**src/slsp_pkg_unused_guard.sv**
```systemverilog
// Intentionally empty: holds no code
`default_nettype none
`default_nettype wire

```
**src/slsp_pkg.sv**
```systemverilog
// Constants for the strap latch and status pin block
`default_nettype none
package slsp_pkg;
  // Clock and frame-sync timing
  localparam int CLK_PERIOD_NS = 50;
  localparam int FS8K_PERIOD_NS = 125000;
  localparam int FS2K_PERIOD_NS = 500000;
  localparam int FS8K_CYCLES = FS8K_PERIOD_NS / CLK_PERIOD_NS;
  localparam int FS2K_CYCLES = FS2K_PERIOD_NS / CLK_PERIOD_NS;

  // Register byte offsets
  localparam logic [7:0] OFS_INPUT_A_CFG = 8'h00;
  localparam logic [7:0] OFS_INPUT_B_CFG = 8'h04;
  localparam logic [7:0] OFS_OUT_FREQ_CFG = 8'h08;
  localparam logic [7:0] OFS_MASTER_CFG_H = 8'h0C;
  localparam logic [7:0] OFS_FRAME_PULSE_CFG = 8'h10;
  localparam logic [7:0] OFS_MASTER_CFG_J = 8'h14;
  localparam logic [7:0] OFS_MASTER_CFG_A = 8'h18;
  localparam logic [7:0] OFS_GP_IO_CONTROL = 8'h1C;
  localparam logic [7:0] OFS_GP_IO_STATUS = 8'h20;
  localparam logic [7:0] OFS_MASTER_STATUS_B = 8'h24;
  localparam logic [7:0] OFS_IRQ_STATUS = 8'h28;
  localparam logic [7:0] OFS_IRQ_MASK = 8'h2C;
  localparam logic [7:0] OFS_STRAP_VIEW = 8'h30;

  // Field positions
  localparam int POS_FREQ_CODE = 0;
  localparam int POS_SE_FREQ = 0;
  localparam int POS_DIFF_FREQ = 4;
  localparam int POS_SIG_FORMAT = 0;
  localparam int POS_P8K_INVERT = 0;
  localparam int POS_P8K_PULSE = 1;
  localparam int POS_P2K_INVERT = 2;
  localparam int POS_P2K_PULSE = 3;
  localparam int POS_REF_FAIL_PIN_EN = 0;
  localparam int POS_LOCK_PIN_EN = 0;
  localparam int POS_GP_DIR = 0;
  localparam int POS_GP_OUT = 4;
  localparam int POS_REF_FAILED = 0;
  localparam int POS_DPLL_LOCKED = 1;
  localparam int POS_EV_REF_FAIL = 0;
  localparam int POS_EV_LOCK_CHANGE = 1;
  localparam int POS_VIEW_IN = 0;
  localparam int POS_VIEW_SE = 4;
  localparam int POS_VIEW_DIFF = 8;

  // Values after reset
  localparam logic [1:0] RST_SIG_FORMAT = 2'h0;
  localparam logic [3:0] RST_FRAME_PULSE_CFG = 4'h0;
  localparam logic RST_REF_FAIL_PIN_EN = 1'b0;
  localparam logic RST_LOCK_PIN_EN = 1'b0;
  localparam logic [2:0] RST_GP_DIR = 3'h0;
  localparam logic [2:0] RST_GP_OUT = 3'h0;
  localparam logic [1:0] RST_IRQ_MASK = 2'h0;
  // Strap codes seen with the pins left open (pull resistors)
  localparam logic [2:0] OPEN_SE_FREQ_CODE = 3'h3;
  localparam logic [2:0] OPEN_DIFF_FREQ_CODE = 3'h4;
endpackage : slsp_pkg
`default_nettype wire

```
**src/slsp_fs_if.sv**
```systemverilog
// Control and output bundle of one frame-sync generator
`default_nettype none
interface slsp_fs_if;
  logic ce;
  logic invert;
  logic pulse_mode;
  logic sync_out;
  modport gen (input ce, input invert, input pulse_mode, output sync_out);
  modport ctl (output ce, output invert, output pulse_mode, input sync_out);
endinterface : slsp_fs_if
`default_nettype wire

```
**src/slsp_frame_gen.sv**
```systemverilog
// Frame-sync generator: square clock or one-cycle pulse, optional inversion
`default_nettype none
module slsp_frame_gen #(
  parameter int PERIOD_CYCLES = 2500
) (
  // Clock and reset
  input wire logic i_clk,
  input wire logic i_reset,
  // Control and output
  slsp_fs_if.gen fs
);
  localparam int CW = $clog2(PERIOD_CYCLES);
  localparam logic [CW-1:0] LAST = CW'(PERIOD_CYCLES - 1);
  localparam logic [CW-1:0] HALF = CW'(PERIOD_CYCLES / 2);

  if (PERIOD_CYCLES < 2 || (PERIOD_CYCLES % 2) != 0) begin : g_chk
    $error("PERIOD_CYCLES must be even and at least 2");
  end

  logic [CW-1:0] cnt_r;
  logic [CW-1:0] cnt_nxt;
  logic out_r;
  logic out_nxt;
  logic raw;

  always_comb begin
    cnt_nxt = cnt_r;
    out_nxt = out_r;
    raw = 1'b0;
    if (fs.ce) begin
      cnt_nxt = (cnt_r == LAST) ? '0 : cnt_r + 1'b1;
      // Pulse mode gives one clock-wide pulse at the start of each period
      raw = fs.pulse_mode ? (cnt_nxt == '0) : (cnt_nxt < HALF);
      out_nxt = raw ^ fs.invert;
    end
  end

  always_ff @(posedge i_clk) begin
    if (i_reset) begin
      cnt_r <= '0;
      out_r <= 1'b0;
    end else begin
      cnt_r <= cnt_nxt;
      out_r <= out_nxt;
    end
  end

  assign fs.sync_out = out_r;
endmodule : slsp_frame_gen
`default_nettype wire

```
**src/slsp_strap_pins.sv**
```systemverilog
// Strap latch, shared status pins, GPIO, reference select and frame syncs
// How it works
// - Reset holds every register except the pin synchronisers at its default for as long as reset stays asserted.
// - Source switch high selects input clock A, low selects input clock B.
// - Input-frequency straps load both input config frequency fields at release.
// - Single-ended output straps set its default frequency; open means 19.44MHz.
// - Differential output straps set its default frequency; open means 38.88MHz.
// - Differential output mode comes from the 2-bit signal-format field.
// - 8kHz output defaults to square noninverted; invert and pulse bits alter it.
// - 2kHz output defaults to square noninverted; own invert and pulse bits.
// - After release, ref-fail pin mirrors failure status when enabled, else floats.
// - After release, lock pin shows lock when enabled, else drives low.
// - After release, three diff strap pins act as GPIO with direction and value.
//
// The implementer's own choices: the APB register port and the register offsets.
`default_nettype none
module slsp_strap_pins
  import slsp_pkg::*;
#(
  parameter int FS8K_PERIOD = FS8K_CYCLES,
  parameter int FS2K_PERIOD = FS2K_CYCLES
) (
  // Clock, reset, clock enable
  input wire logic i_clk,
  input wire logic i_reset,
  input wire logic i_ce,
  // APB slave
  input wire logic i_psel,
  input wire logic i_penable,
  input wire logic i_pwrite,
  input wire logic [7:0] i_paddr,
  input wire logic [31:0] i_pwdata,
  output logic [31:0] o_prdata,
  output logic o_pready,
  output logic o_pslverr,
  // Pins
  input wire logic i_source_switch_in,
  input wire logic [2:0] i_input_freq_straps,
  input wire logic [2:0] i_se_out_freq_straps,
  output logic o_ref_fail_pin,
  output logic o_ref_fail_pin_oe,
  output logic o_lock_pin,
  output logic o_lock_pin_oe,
  input wire logic [2:0] i_diff_out_freq_straps,
  output logic [2:0] o_gp_pin,
  output logic [2:0] o_gp_pin_oe,
  output logic o_frame_pulse_8k_out,
  output logic o_multiframe_pulse_2k_out,
  // Core status and configuration
  input wire logic i_selected_ref_failed,
  input wire logic i_dpll_locked,
  output logic o_ref_select_a,
  output logic [3:0] o_input_freq_code_a,
  output logic [3:0] o_input_freq_code_b,
  output logic [2:0] o_se_out_freq_code,
  output logic [2:0] o_diff_out_freq_code,
  output logic [1:0] o_diff_signal_format,
  // Interrupt
  output logic o_irq
);
  if (FS8K_PERIOD < 2 || FS2K_PERIOD < 2) begin : g_chk
    $error("Frame-sync periods must be at least 2 cycles");
  end

  // Two-stage synchronisers for every pin input
  localparam int NSYNC = 10;
  logic [NSYNC-1:0] pin_raw;
  logic [NSYNC-1:0] sync1_r;
  logic [NSYNC-1:0] sync2_r;
  logic [2:0] in_straps_s;
  logic [2:0] se_straps_s;
  logic [2:0] diff_straps_s;
  logic source_switch_in_s;

  assign pin_raw = {i_source_switch_in, i_diff_out_freq_straps, i_se_out_freq_straps,
                    i_input_freq_straps};
  assign in_straps_s = sync2_r[2:0];
  assign se_straps_s = sync2_r[5:3];
  assign diff_straps_s = sync2_r[8:6];
  assign source_switch_in_s = sync2_r[9];

  // Left unreset so valid pin levels are ready at the capture edge
  always_ff @(posedge i_clk) begin
    if (i_ce) begin
      sync1_r <= pin_raw;
      sync2_r <= sync1_r;
    end
  end

  // Registers
  logic latched_r, latched_nxt;
  logic [2:0] view_in_r, view_in_nxt;
  logic [2:0] view_se_r, view_se_nxt;
  logic [2:0] view_diff_r, view_diff_nxt;
  logic [3:0] freq_a_r, freq_a_nxt;
  logic [3:0] freq_b_r, freq_b_nxt;
  logic [2:0] se_freq_r, se_freq_nxt;
  logic [2:0] diff_freq_r, diff_freq_nxt;
  logic [1:0] sig_fmt_r, sig_fmt_nxt;
  logic [3:0] fp_cfg_r, fp_cfg_nxt;
  logic rf_pin_en_r, rf_pin_en_nxt;
  logic lock_pin_en_r, lock_pin_en_nxt;
  logic [2:0] gp_dir_r, gp_dir_nxt;
  logic [2:0] gp_out_r, gp_out_nxt;
  logic [1:0] irq_st_r, irq_st_nxt;
  logic [1:0] irq_mask_r, irq_mask_nxt;
  logic prev_fail_r, prev_fail_nxt;
  logic prev_lock_r, prev_lock_nxt;
  logic ref_sel_r, ref_sel_nxt;
  logic [31:0] prdata_r, prdata_nxt;
  logic staged_r, staged_nxt;

  logic setup;
  logic wr;
  logic hit;
  logic [1:0] ev;
  logic [31:0] rd;

  always_comb begin
    hit = 1'b1;
    rd = 32'h0000_0000;
    unique case (i_paddr)
      OFS_INPUT_A_CFG: rd[POS_FREQ_CODE +: 4] = freq_a_r;
      OFS_INPUT_B_CFG: rd[POS_FREQ_CODE +: 4] = freq_b_r;
      OFS_OUT_FREQ_CFG: begin
        rd[POS_SE_FREQ +: 3] = se_freq_r;
        rd[POS_DIFF_FREQ +: 3] = diff_freq_r;
      end
      OFS_MASTER_CFG_H: rd[POS_SIG_FORMAT +: 2] = sig_fmt_r;
      OFS_FRAME_PULSE_CFG: rd[3:0] = fp_cfg_r;
      OFS_MASTER_CFG_J: rd[POS_REF_FAIL_PIN_EN] = rf_pin_en_r;
      OFS_MASTER_CFG_A: rd[POS_LOCK_PIN_EN] = lock_pin_en_r;
      OFS_GP_IO_CONTROL: begin
        rd[POS_GP_DIR +: 3] = gp_dir_r;
        rd[POS_GP_OUT +: 3] = gp_out_r;
      end
      OFS_GP_IO_STATUS: rd[POS_GP_DIR +: 3] = diff_straps_s;
      OFS_MASTER_STATUS_B: begin
        rd[POS_REF_FAILED] = i_selected_ref_failed;
        rd[POS_DPLL_LOCKED] = i_dpll_locked;
      end
      OFS_IRQ_STATUS: rd[1:0] = irq_st_r;
      OFS_IRQ_MASK: rd[1:0] = irq_mask_r;
      OFS_STRAP_VIEW: begin
        rd[POS_VIEW_IN +: 3] = view_in_r;
        rd[POS_VIEW_SE +: 3] = view_se_r;
        rd[POS_VIEW_DIFF +: 3] = view_diff_r;
      end
      default: hit = 1'b0;
    endcase
  end

  // Read data is staged on an enabled edge before pready rises, so a setup
  // cycle frozen by a low clock enable never returns stale data
  assign setup = i_psel && !(i_penable && o_pready);
  // Writes take effect on the edge that ends the access phase
  assign wr = o_pready && i_psel && i_penable && i_pwrite && hit;

  always_comb begin
    latched_nxt = latched_r;
    view_in_nxt = view_in_r;
    view_se_nxt = view_se_r;
    view_diff_nxt = view_diff_r;
    freq_a_nxt = freq_a_r;
    freq_b_nxt = freq_b_r;
    se_freq_nxt = se_freq_r;
    diff_freq_nxt = diff_freq_r;
    sig_fmt_nxt = sig_fmt_r;
    fp_cfg_nxt = fp_cfg_r;
    rf_pin_en_nxt = rf_pin_en_r;
    lock_pin_en_nxt = lock_pin_en_r;
    gp_dir_nxt = gp_dir_r;
    gp_out_nxt = gp_out_r;
    irq_st_nxt = irq_st_r;
    irq_mask_nxt = irq_mask_r;
    prev_fail_nxt = i_selected_ref_failed;
    prev_lock_nxt = i_dpll_locked;
    ref_sel_nxt = source_switch_in_s;
    prdata_nxt = prdata_r;
    staged_nxt = setup;
    ev = 2'h0;
    ev[POS_EV_REF_FAIL] = latched_r && i_selected_ref_failed && !prev_fail_r;
    ev[POS_EV_LOCK_CHANGE] = latched_r && (i_dpll_locked != prev_lock_r);
    if (setup) begin
      prdata_nxt = (!i_pwrite && hit) ? rd : 32'h0000_0000;
    end
    if (wr) begin
      unique case (i_paddr)
        OFS_INPUT_A_CFG: freq_a_nxt = i_pwdata[POS_FREQ_CODE +: 4];
        OFS_INPUT_B_CFG: freq_b_nxt = i_pwdata[POS_FREQ_CODE +: 4];
        OFS_OUT_FREQ_CFG: begin
          se_freq_nxt = i_pwdata[POS_SE_FREQ +: 3];
          diff_freq_nxt = i_pwdata[POS_DIFF_FREQ +: 3];
        end
        OFS_MASTER_CFG_H: sig_fmt_nxt = i_pwdata[POS_SIG_FORMAT +: 2];
        OFS_FRAME_PULSE_CFG: fp_cfg_nxt = i_pwdata[3:0];
        OFS_MASTER_CFG_J: rf_pin_en_nxt = i_pwdata[POS_REF_FAIL_PIN_EN];
        OFS_MASTER_CFG_A: lock_pin_en_nxt = i_pwdata[POS_LOCK_PIN_EN];
        OFS_GP_IO_CONTROL: begin
          gp_dir_nxt = i_pwdata[POS_GP_DIR +: 3];
          gp_out_nxt = i_pwdata[POS_GP_OUT +: 3];
        end
        OFS_IRQ_STATUS: irq_st_nxt = irq_st_r & ~i_pwdata[1:0];
        OFS_IRQ_MASK: irq_mask_nxt = i_pwdata[1:0];
        default: ;
      endcase
    end
    // A new event beats a write-one-to-clear in the same cycle
    irq_st_nxt = irq_st_nxt | ev;
    // One-shot capture; it overrides any write to the four frequency fields landing in that same cycle
    if (!latched_r) begin
      latched_nxt = 1'b1;
      view_in_nxt = in_straps_s;
      view_se_nxt = se_straps_s;
      view_diff_nxt = diff_straps_s;
      freq_a_nxt = {1'b0, in_straps_s};
      freq_b_nxt = {1'b0, in_straps_s};
      se_freq_nxt = se_straps_s;
      diff_freq_nxt = diff_straps_s;
    end
  end

  always_ff @(posedge i_clk) begin
    if (i_reset) begin
      latched_r <= 1'b0;
      view_in_r <= 3'h0;
      view_se_r <= OPEN_SE_FREQ_CODE;
      view_diff_r <= OPEN_DIFF_FREQ_CODE;
      freq_a_r <= 4'h0;
      freq_b_r <= 4'h0;
      se_freq_r <= OPEN_SE_FREQ_CODE;
      diff_freq_r <= OPEN_DIFF_FREQ_CODE;
      sig_fmt_r <= RST_SIG_FORMAT;
      fp_cfg_r <= RST_FRAME_PULSE_CFG;
      rf_pin_en_r <= RST_REF_FAIL_PIN_EN;
      lock_pin_en_r <= RST_LOCK_PIN_EN;
      gp_dir_r <= RST_GP_DIR;
      gp_out_r <= RST_GP_OUT;
      irq_st_r <= 2'h0;
      irq_mask_r <= RST_IRQ_MASK;
      prev_fail_r <= 1'b0;
      prev_lock_r <= 1'b0;
      ref_sel_r <= 1'b0;
      prdata_r <= 32'h0000_0000;
      staged_r <= 1'b0;
    end else if (i_ce) begin
      latched_r <= latched_nxt;
      view_in_r <= view_in_nxt;
      view_se_r <= view_se_nxt;
      view_diff_r <= view_diff_nxt;
      freq_a_r <= freq_a_nxt;
      freq_b_r <= freq_b_nxt;
      se_freq_r <= se_freq_nxt;
      diff_freq_r <= diff_freq_nxt;
      sig_fmt_r <= sig_fmt_nxt;
      fp_cfg_r <= fp_cfg_nxt;
      rf_pin_en_r <= rf_pin_en_nxt;
      lock_pin_en_r <= lock_pin_en_nxt;
      gp_dir_r <= gp_dir_nxt;
      gp_out_r <= gp_out_nxt;
      irq_st_r <= irq_st_nxt;
      irq_mask_r <= irq_mask_nxt;
      prev_fail_r <= prev_fail_nxt;
      prev_lock_r <= prev_lock_nxt;
      ref_sel_r <= ref_sel_nxt;
      prdata_r <= prdata_nxt;
      staged_r <= staged_nxt;
    end
  end

  // APB answer: zero wait states while the clock enable stays high
  assign o_pready = i_ce && staged_r;
  assign o_pslverr = i_psel && i_penable && !hit;
  assign o_prdata = prdata_r;

  // Shared pins stay released until the straps have been captured
  assign o_ref_fail_pin = i_selected_ref_failed;
  assign o_ref_fail_pin_oe = latched_r && rf_pin_en_r;
  assign o_lock_pin = lock_pin_en_r && i_dpll_locked;
  assign o_lock_pin_oe = latched_r;
  assign o_gp_pin = gp_out_r;
  assign o_gp_pin_oe = latched_r ? gp_dir_r : 3'h0;

  assign o_ref_select_a = ref_sel_r;
  assign o_input_freq_code_a = freq_a_r;
  assign o_input_freq_code_b = freq_b_r;
  assign o_se_out_freq_code = se_freq_r;
  assign o_diff_out_freq_code = diff_freq_r;
  assign o_diff_signal_format = sig_fmt_r;
  assign o_irq = |(irq_st_r & irq_mask_r);

  // Frame-sync generators
  slsp_fs_if fs8k ();
  slsp_fs_if fs2k ();
  assign fs8k.ce = i_ce;
  assign fs8k.invert = fp_cfg_r[POS_P8K_INVERT];
  assign fs8k.pulse_mode = fp_cfg_r[POS_P8K_PULSE];
  assign fs2k.ce = i_ce;
  assign fs2k.invert = fp_cfg_r[POS_P2K_INVERT];
  assign fs2k.pulse_mode = fp_cfg_r[POS_P2K_PULSE];

  slsp_frame_gen #(.PERIOD_CYCLES(FS8K_PERIOD)) u_fs8k (
    .i_clk(i_clk),
    .i_reset(i_reset),
    .fs(fs8k)
  );
  slsp_frame_gen #(.PERIOD_CYCLES(FS2K_PERIOD)) u_fs2k (
    .i_clk(i_clk),
    .i_reset(i_reset),
    .fs(fs2k)
  );
  assign o_frame_pulse_8k_out = fs8k.sync_out;
  assign o_multiframe_pulse_2k_out = fs2k.sync_out;
endmodule : slsp_strap_pins
`default_nettype wire

```
**config.mk**
```make
export PLATFORM = sky130hd
export DESIGN_NAME = slsp_strap_pins
export DESIGN_NICKNAME = d
export VERILOG_FILES = /design/src/slsp_pkg_unused_guard.sv /design/src/slsp_pkg.sv /design/src/slsp_fs_if.sv /design/src/slsp_frame_gen.sv /design/src/slsp_strap_pins.sv
export SDC_FILE = /design/constraint.sdc
export NUM_CORES = 1
export LEC_CHECK = 0
export BUFFER_PORTS_ARGS = -buffer_cell sky130_fd_sc_hd__buf_4
export CELL_PAD_IN_SITES_DETAIL_PLACEMENT = 0
export CELL_PAD_IN_SITES_GLOBAL_PLACEMENT = 1
export CORE_MARGIN = 3
export CORE_UTILIZATION = 40
export DETAILED_ROUTE_END_ITERATION = 10
export HOLD_SLACK_MARGIN = 0.03
export PLACE_DENSITY = 0.81
export SYNTH_ARGS = -nofsm -noshare
export SYNTH_HDL_FRONTEND = slang
export SYNTH_SLANG_ARGS = --single-unit
```
**constraint.sdc**
```tcl
create_clock -name i_clk -period 3.35 [get_ports i_clk]
set_input_delay 0.8375 -clock i_clk [delete_from_list [all_inputs] [get_ports i_clk]]
set_output_delay 0.8375 -clock i_clk [all_outputs]
set_load 0.01 [all_outputs]
```
==> metrics <==
final wirelength between 10 and 15 mm; flop2flop setup slack 470 ps; R2R Path Start u_fs8k.cnt_r[0]; M2 GR Usage 0.288; hold path start sync1_r[0]; Crit Path Max Fanout 11; Post-synth ARST share 0; Slew HR 0.585; Chip Width 121 microns; Hold Crit Class reg -> reg; filler instances between 1,000 and 1,500; root buf cell clkbuf_16; I/O pin cnt between 100 and 150; FF-to-FF End u_fs8k.fs.sync_out; Pwr per Cell Area ~430 nW/um^2; Die Area roughly 15,000 sq um; Mean Syn Cell Area 8.64 sq um; final non-filler cell total roughly 850; Routability Congestion 0.909; routed via count between 4,000 and 5,000; Std-Cell Rows between 40 and 50; Area Overhead vs Synth 17.4%; number of global-route vias before repair around 4,400; wire per inst about 16 microns; TritonCTS clock tree yes; nets@finish between 700 and 800; GRT busiest layer met2; family with the most delay on the worst path compound AO/OA/AOI/OAI gates; worst slew pin tran 617 ps; Worst EP arrival around 3100 ps; crit path time final 2880 ps; Mapped Area 5330 sq um; Hold Path Depth 0; Final Hold Viols 0; VDD IR max approximately 0.34 mV; Seq. cell area 2280 sq um; Synth Register Bits ~100; LEAKAGE around 2.5 nW; Max Slew Vio Count 0; combined area of the multi-input logic cells roughly 2700 sq um; port bufs 74; DRT Pass-1 Iters 5; EDFF count, synth 20; initial antenna violation count 0; Clk Latency, worst-skew pair approximately 360 ps; DRT iter0 DRCs 405; crit path buf inv count 1; Total GRT Usage 0.189; final setup fails 0; critical path startpoint category register; routed vias/inst roughly 5.5; Critical Path Max Stage Delay 560 ps; Critical-path top delay cell or4_1; Post-route DRC 0; Max-Cap Viols 0; clock buffer depth 2; WP data required around 3600 ps; Initial Utilization 0.416; crit end category register; critical path class reg -> reg; clock-pin transition on the worst setup and hold timing paths around 80 ps; Tcrit/Tclk final 0.859; Final TNS setup 0 ps; CORE AREA 12,800 sq um; # resized after CTS 0; synth warn 0; clk sink count between 100 and 150; predominant post-synthesis flop cell dfxtp_1; # Post-CTS Setup Buffers 0; Antenna diodes 0; layout cells sized above 1 0.169; outcome finished, final reports clean; CTS Buf Count 9; Netlist cell types 67; first-pass GRT wire length between 20 and 25 mm; synthesized instance count between 600 and 700; Hold Path End sync2_r[0]; unrepaired setup endpoints after global routing no; dpl cells about 840; H-Tree Depth 3; pin count of the biggest net entering global routing 46; Die Ht roughly 120 microns; Peak Freq approximately 350 MHz; CP Cell Sequence ha_1 -> inv_1 -> or4_1 -> a222oi_1 -> and2_1 -> o22ai_2 -> a311o_1 -> o2111a_1; met1 GRT Util 0.267; post-DP HPWL around 10 mm; CTS Hold Bufs 0; M3 GR Usage 0.0434; Routed Antenna Nets 0; Seq/Total Area, Yosys 0.428; worst r2r path cells 8; GRT Residual Overflow 0; Clock Skews a little under 10 ps
## report_power, final
group / leakage [nW] / switching, mW / internal (mW)
combinational: 1.47 / 0.140 / 0.0953
clock: 0.144 / 0.544 / 0.534
sequential: 0.879 / 0.0343 / 1.32
## how the worst max path moves through the flow
stage / to / from / cells past startpoint
after floorplan: o_se_out_freq_code[0] / i_paddr[1] / 8
after global placement: gp_dir_r[1] / i_paddr[7] / 9
after detailed placement: gp_dir_r[2] / i_paddr[7] / 9
after CTS: u_fs8k.fs.sync_out / u_fs8k.cnt_r[0] / 8
after global routing: u_fs8k.fs.sync_out / u_fs8k.cnt_r[0] / 8
final: u_fs8k.fs.sync_out / u_fs8k.cnt_r[0] / 8
## cell usage in the layout (no fill, tap or decap), drive strengths merged, types with 3 or more instances in the layout
cell / n
clkbuf: 9
nand4: 17
and4: 6
and2: 15
nor4: 7
o211ai: 7
nor3: 19
nor2: 66
mux2i: 33
a22oi: 10
a222oi: 4
xor2: 8
buf: 90
xnor2: 10
dfxtp: 84
edfxtp: 20
nand4b: 3
clkinv: 3
nor4b: 3
or3: 7
conb: 22
o21ai: 29
or4: 3
a32oi: 4
a22o: 6
nand2: 56
nand3: 32
a21oi: 36
inv: 18
and3: 8
## per-stage QoR
step	cell area, sq um	util	hold slack, ps	power [mW]	setup WS [ps]
floorplan	5410	-	400	1.52	752
detailed placement	5950	0.464	405	1.62	466
global placement	5950	0.464	402	1.62	458
finish	6260	0.488	420	2.67	471
CTS	6260	0.488	424	2.70	496
global route	6260	0.488	430	2.78	307
## worst register-to-register path, cell delays in order (launching register included)
cell and delay [ps]:
dfxtp_1 420, ha_1 430, inv_1 170, or4_1 560, a222oi_1 510, and2_1 210, o22ai_2 80, a311o_1 280
o2111a_1 130
## sequential cells by signal, indices dropped and copies added (netlist names), 4 cells and up
register and cells:
fp_cfg_r 4, u_fs8k.cnt_r 12, u_fs2k.cnt_r 14, sync2_r 10, sync1_r 10, o_prdata 10
o_input_freq_code_b 4, o_input_freq_code_a 4
## cell usage after synthesis (10+ instances only)
library cell / n / area (sq um)
xnor2_1: 10 / 87.6
nand2_1: 56 / 210
edfxtp_1: 20 / 601
a22oi_1: 10 / 75.1
nor3_1: 19 / 95.1
clkbuf_1: 23 / 86.3
inv_1: 16 / 60.1
nand3_1: 32 / 160
o21ai_0: 27 / 135
dfxtp_1: 84 / 1680
nand4_1: 17 / 106
a21oi_1: 35 / 175
nor2_1: 66 / 248
and2_1: 15 / 93.8
buf_4: 25 / 188
mux2i_1: 33 / 330
## cell families after synthesis
kind of cell    share of synthesized area
other cells                      0.000703
simple gates                        0.237
xor+xnor                           0.0296
compound gates                      0.156
mux                                0.0662
fa+ha+maj                         0.00469
flops                               0.428
buf+inv                            0.0786
## final cells by class
cell class,count,area share
repair buffers,90,0.108
clock inverters,7,0.0138
flip-flops and latches,104,0.365
well taps,172,0.0344
clock buffers,9,0.0360
inverters,16,0.00959
multi-input cells,454,0.434
## layer usage
metal	part of all wire	wire length (microns)
met5	0	0
met4	0.017	239
met3	0.048	665
met2	0.45	6270
met1	0.48	6750
Note: power is estimated with default switching activity, not from simulation.
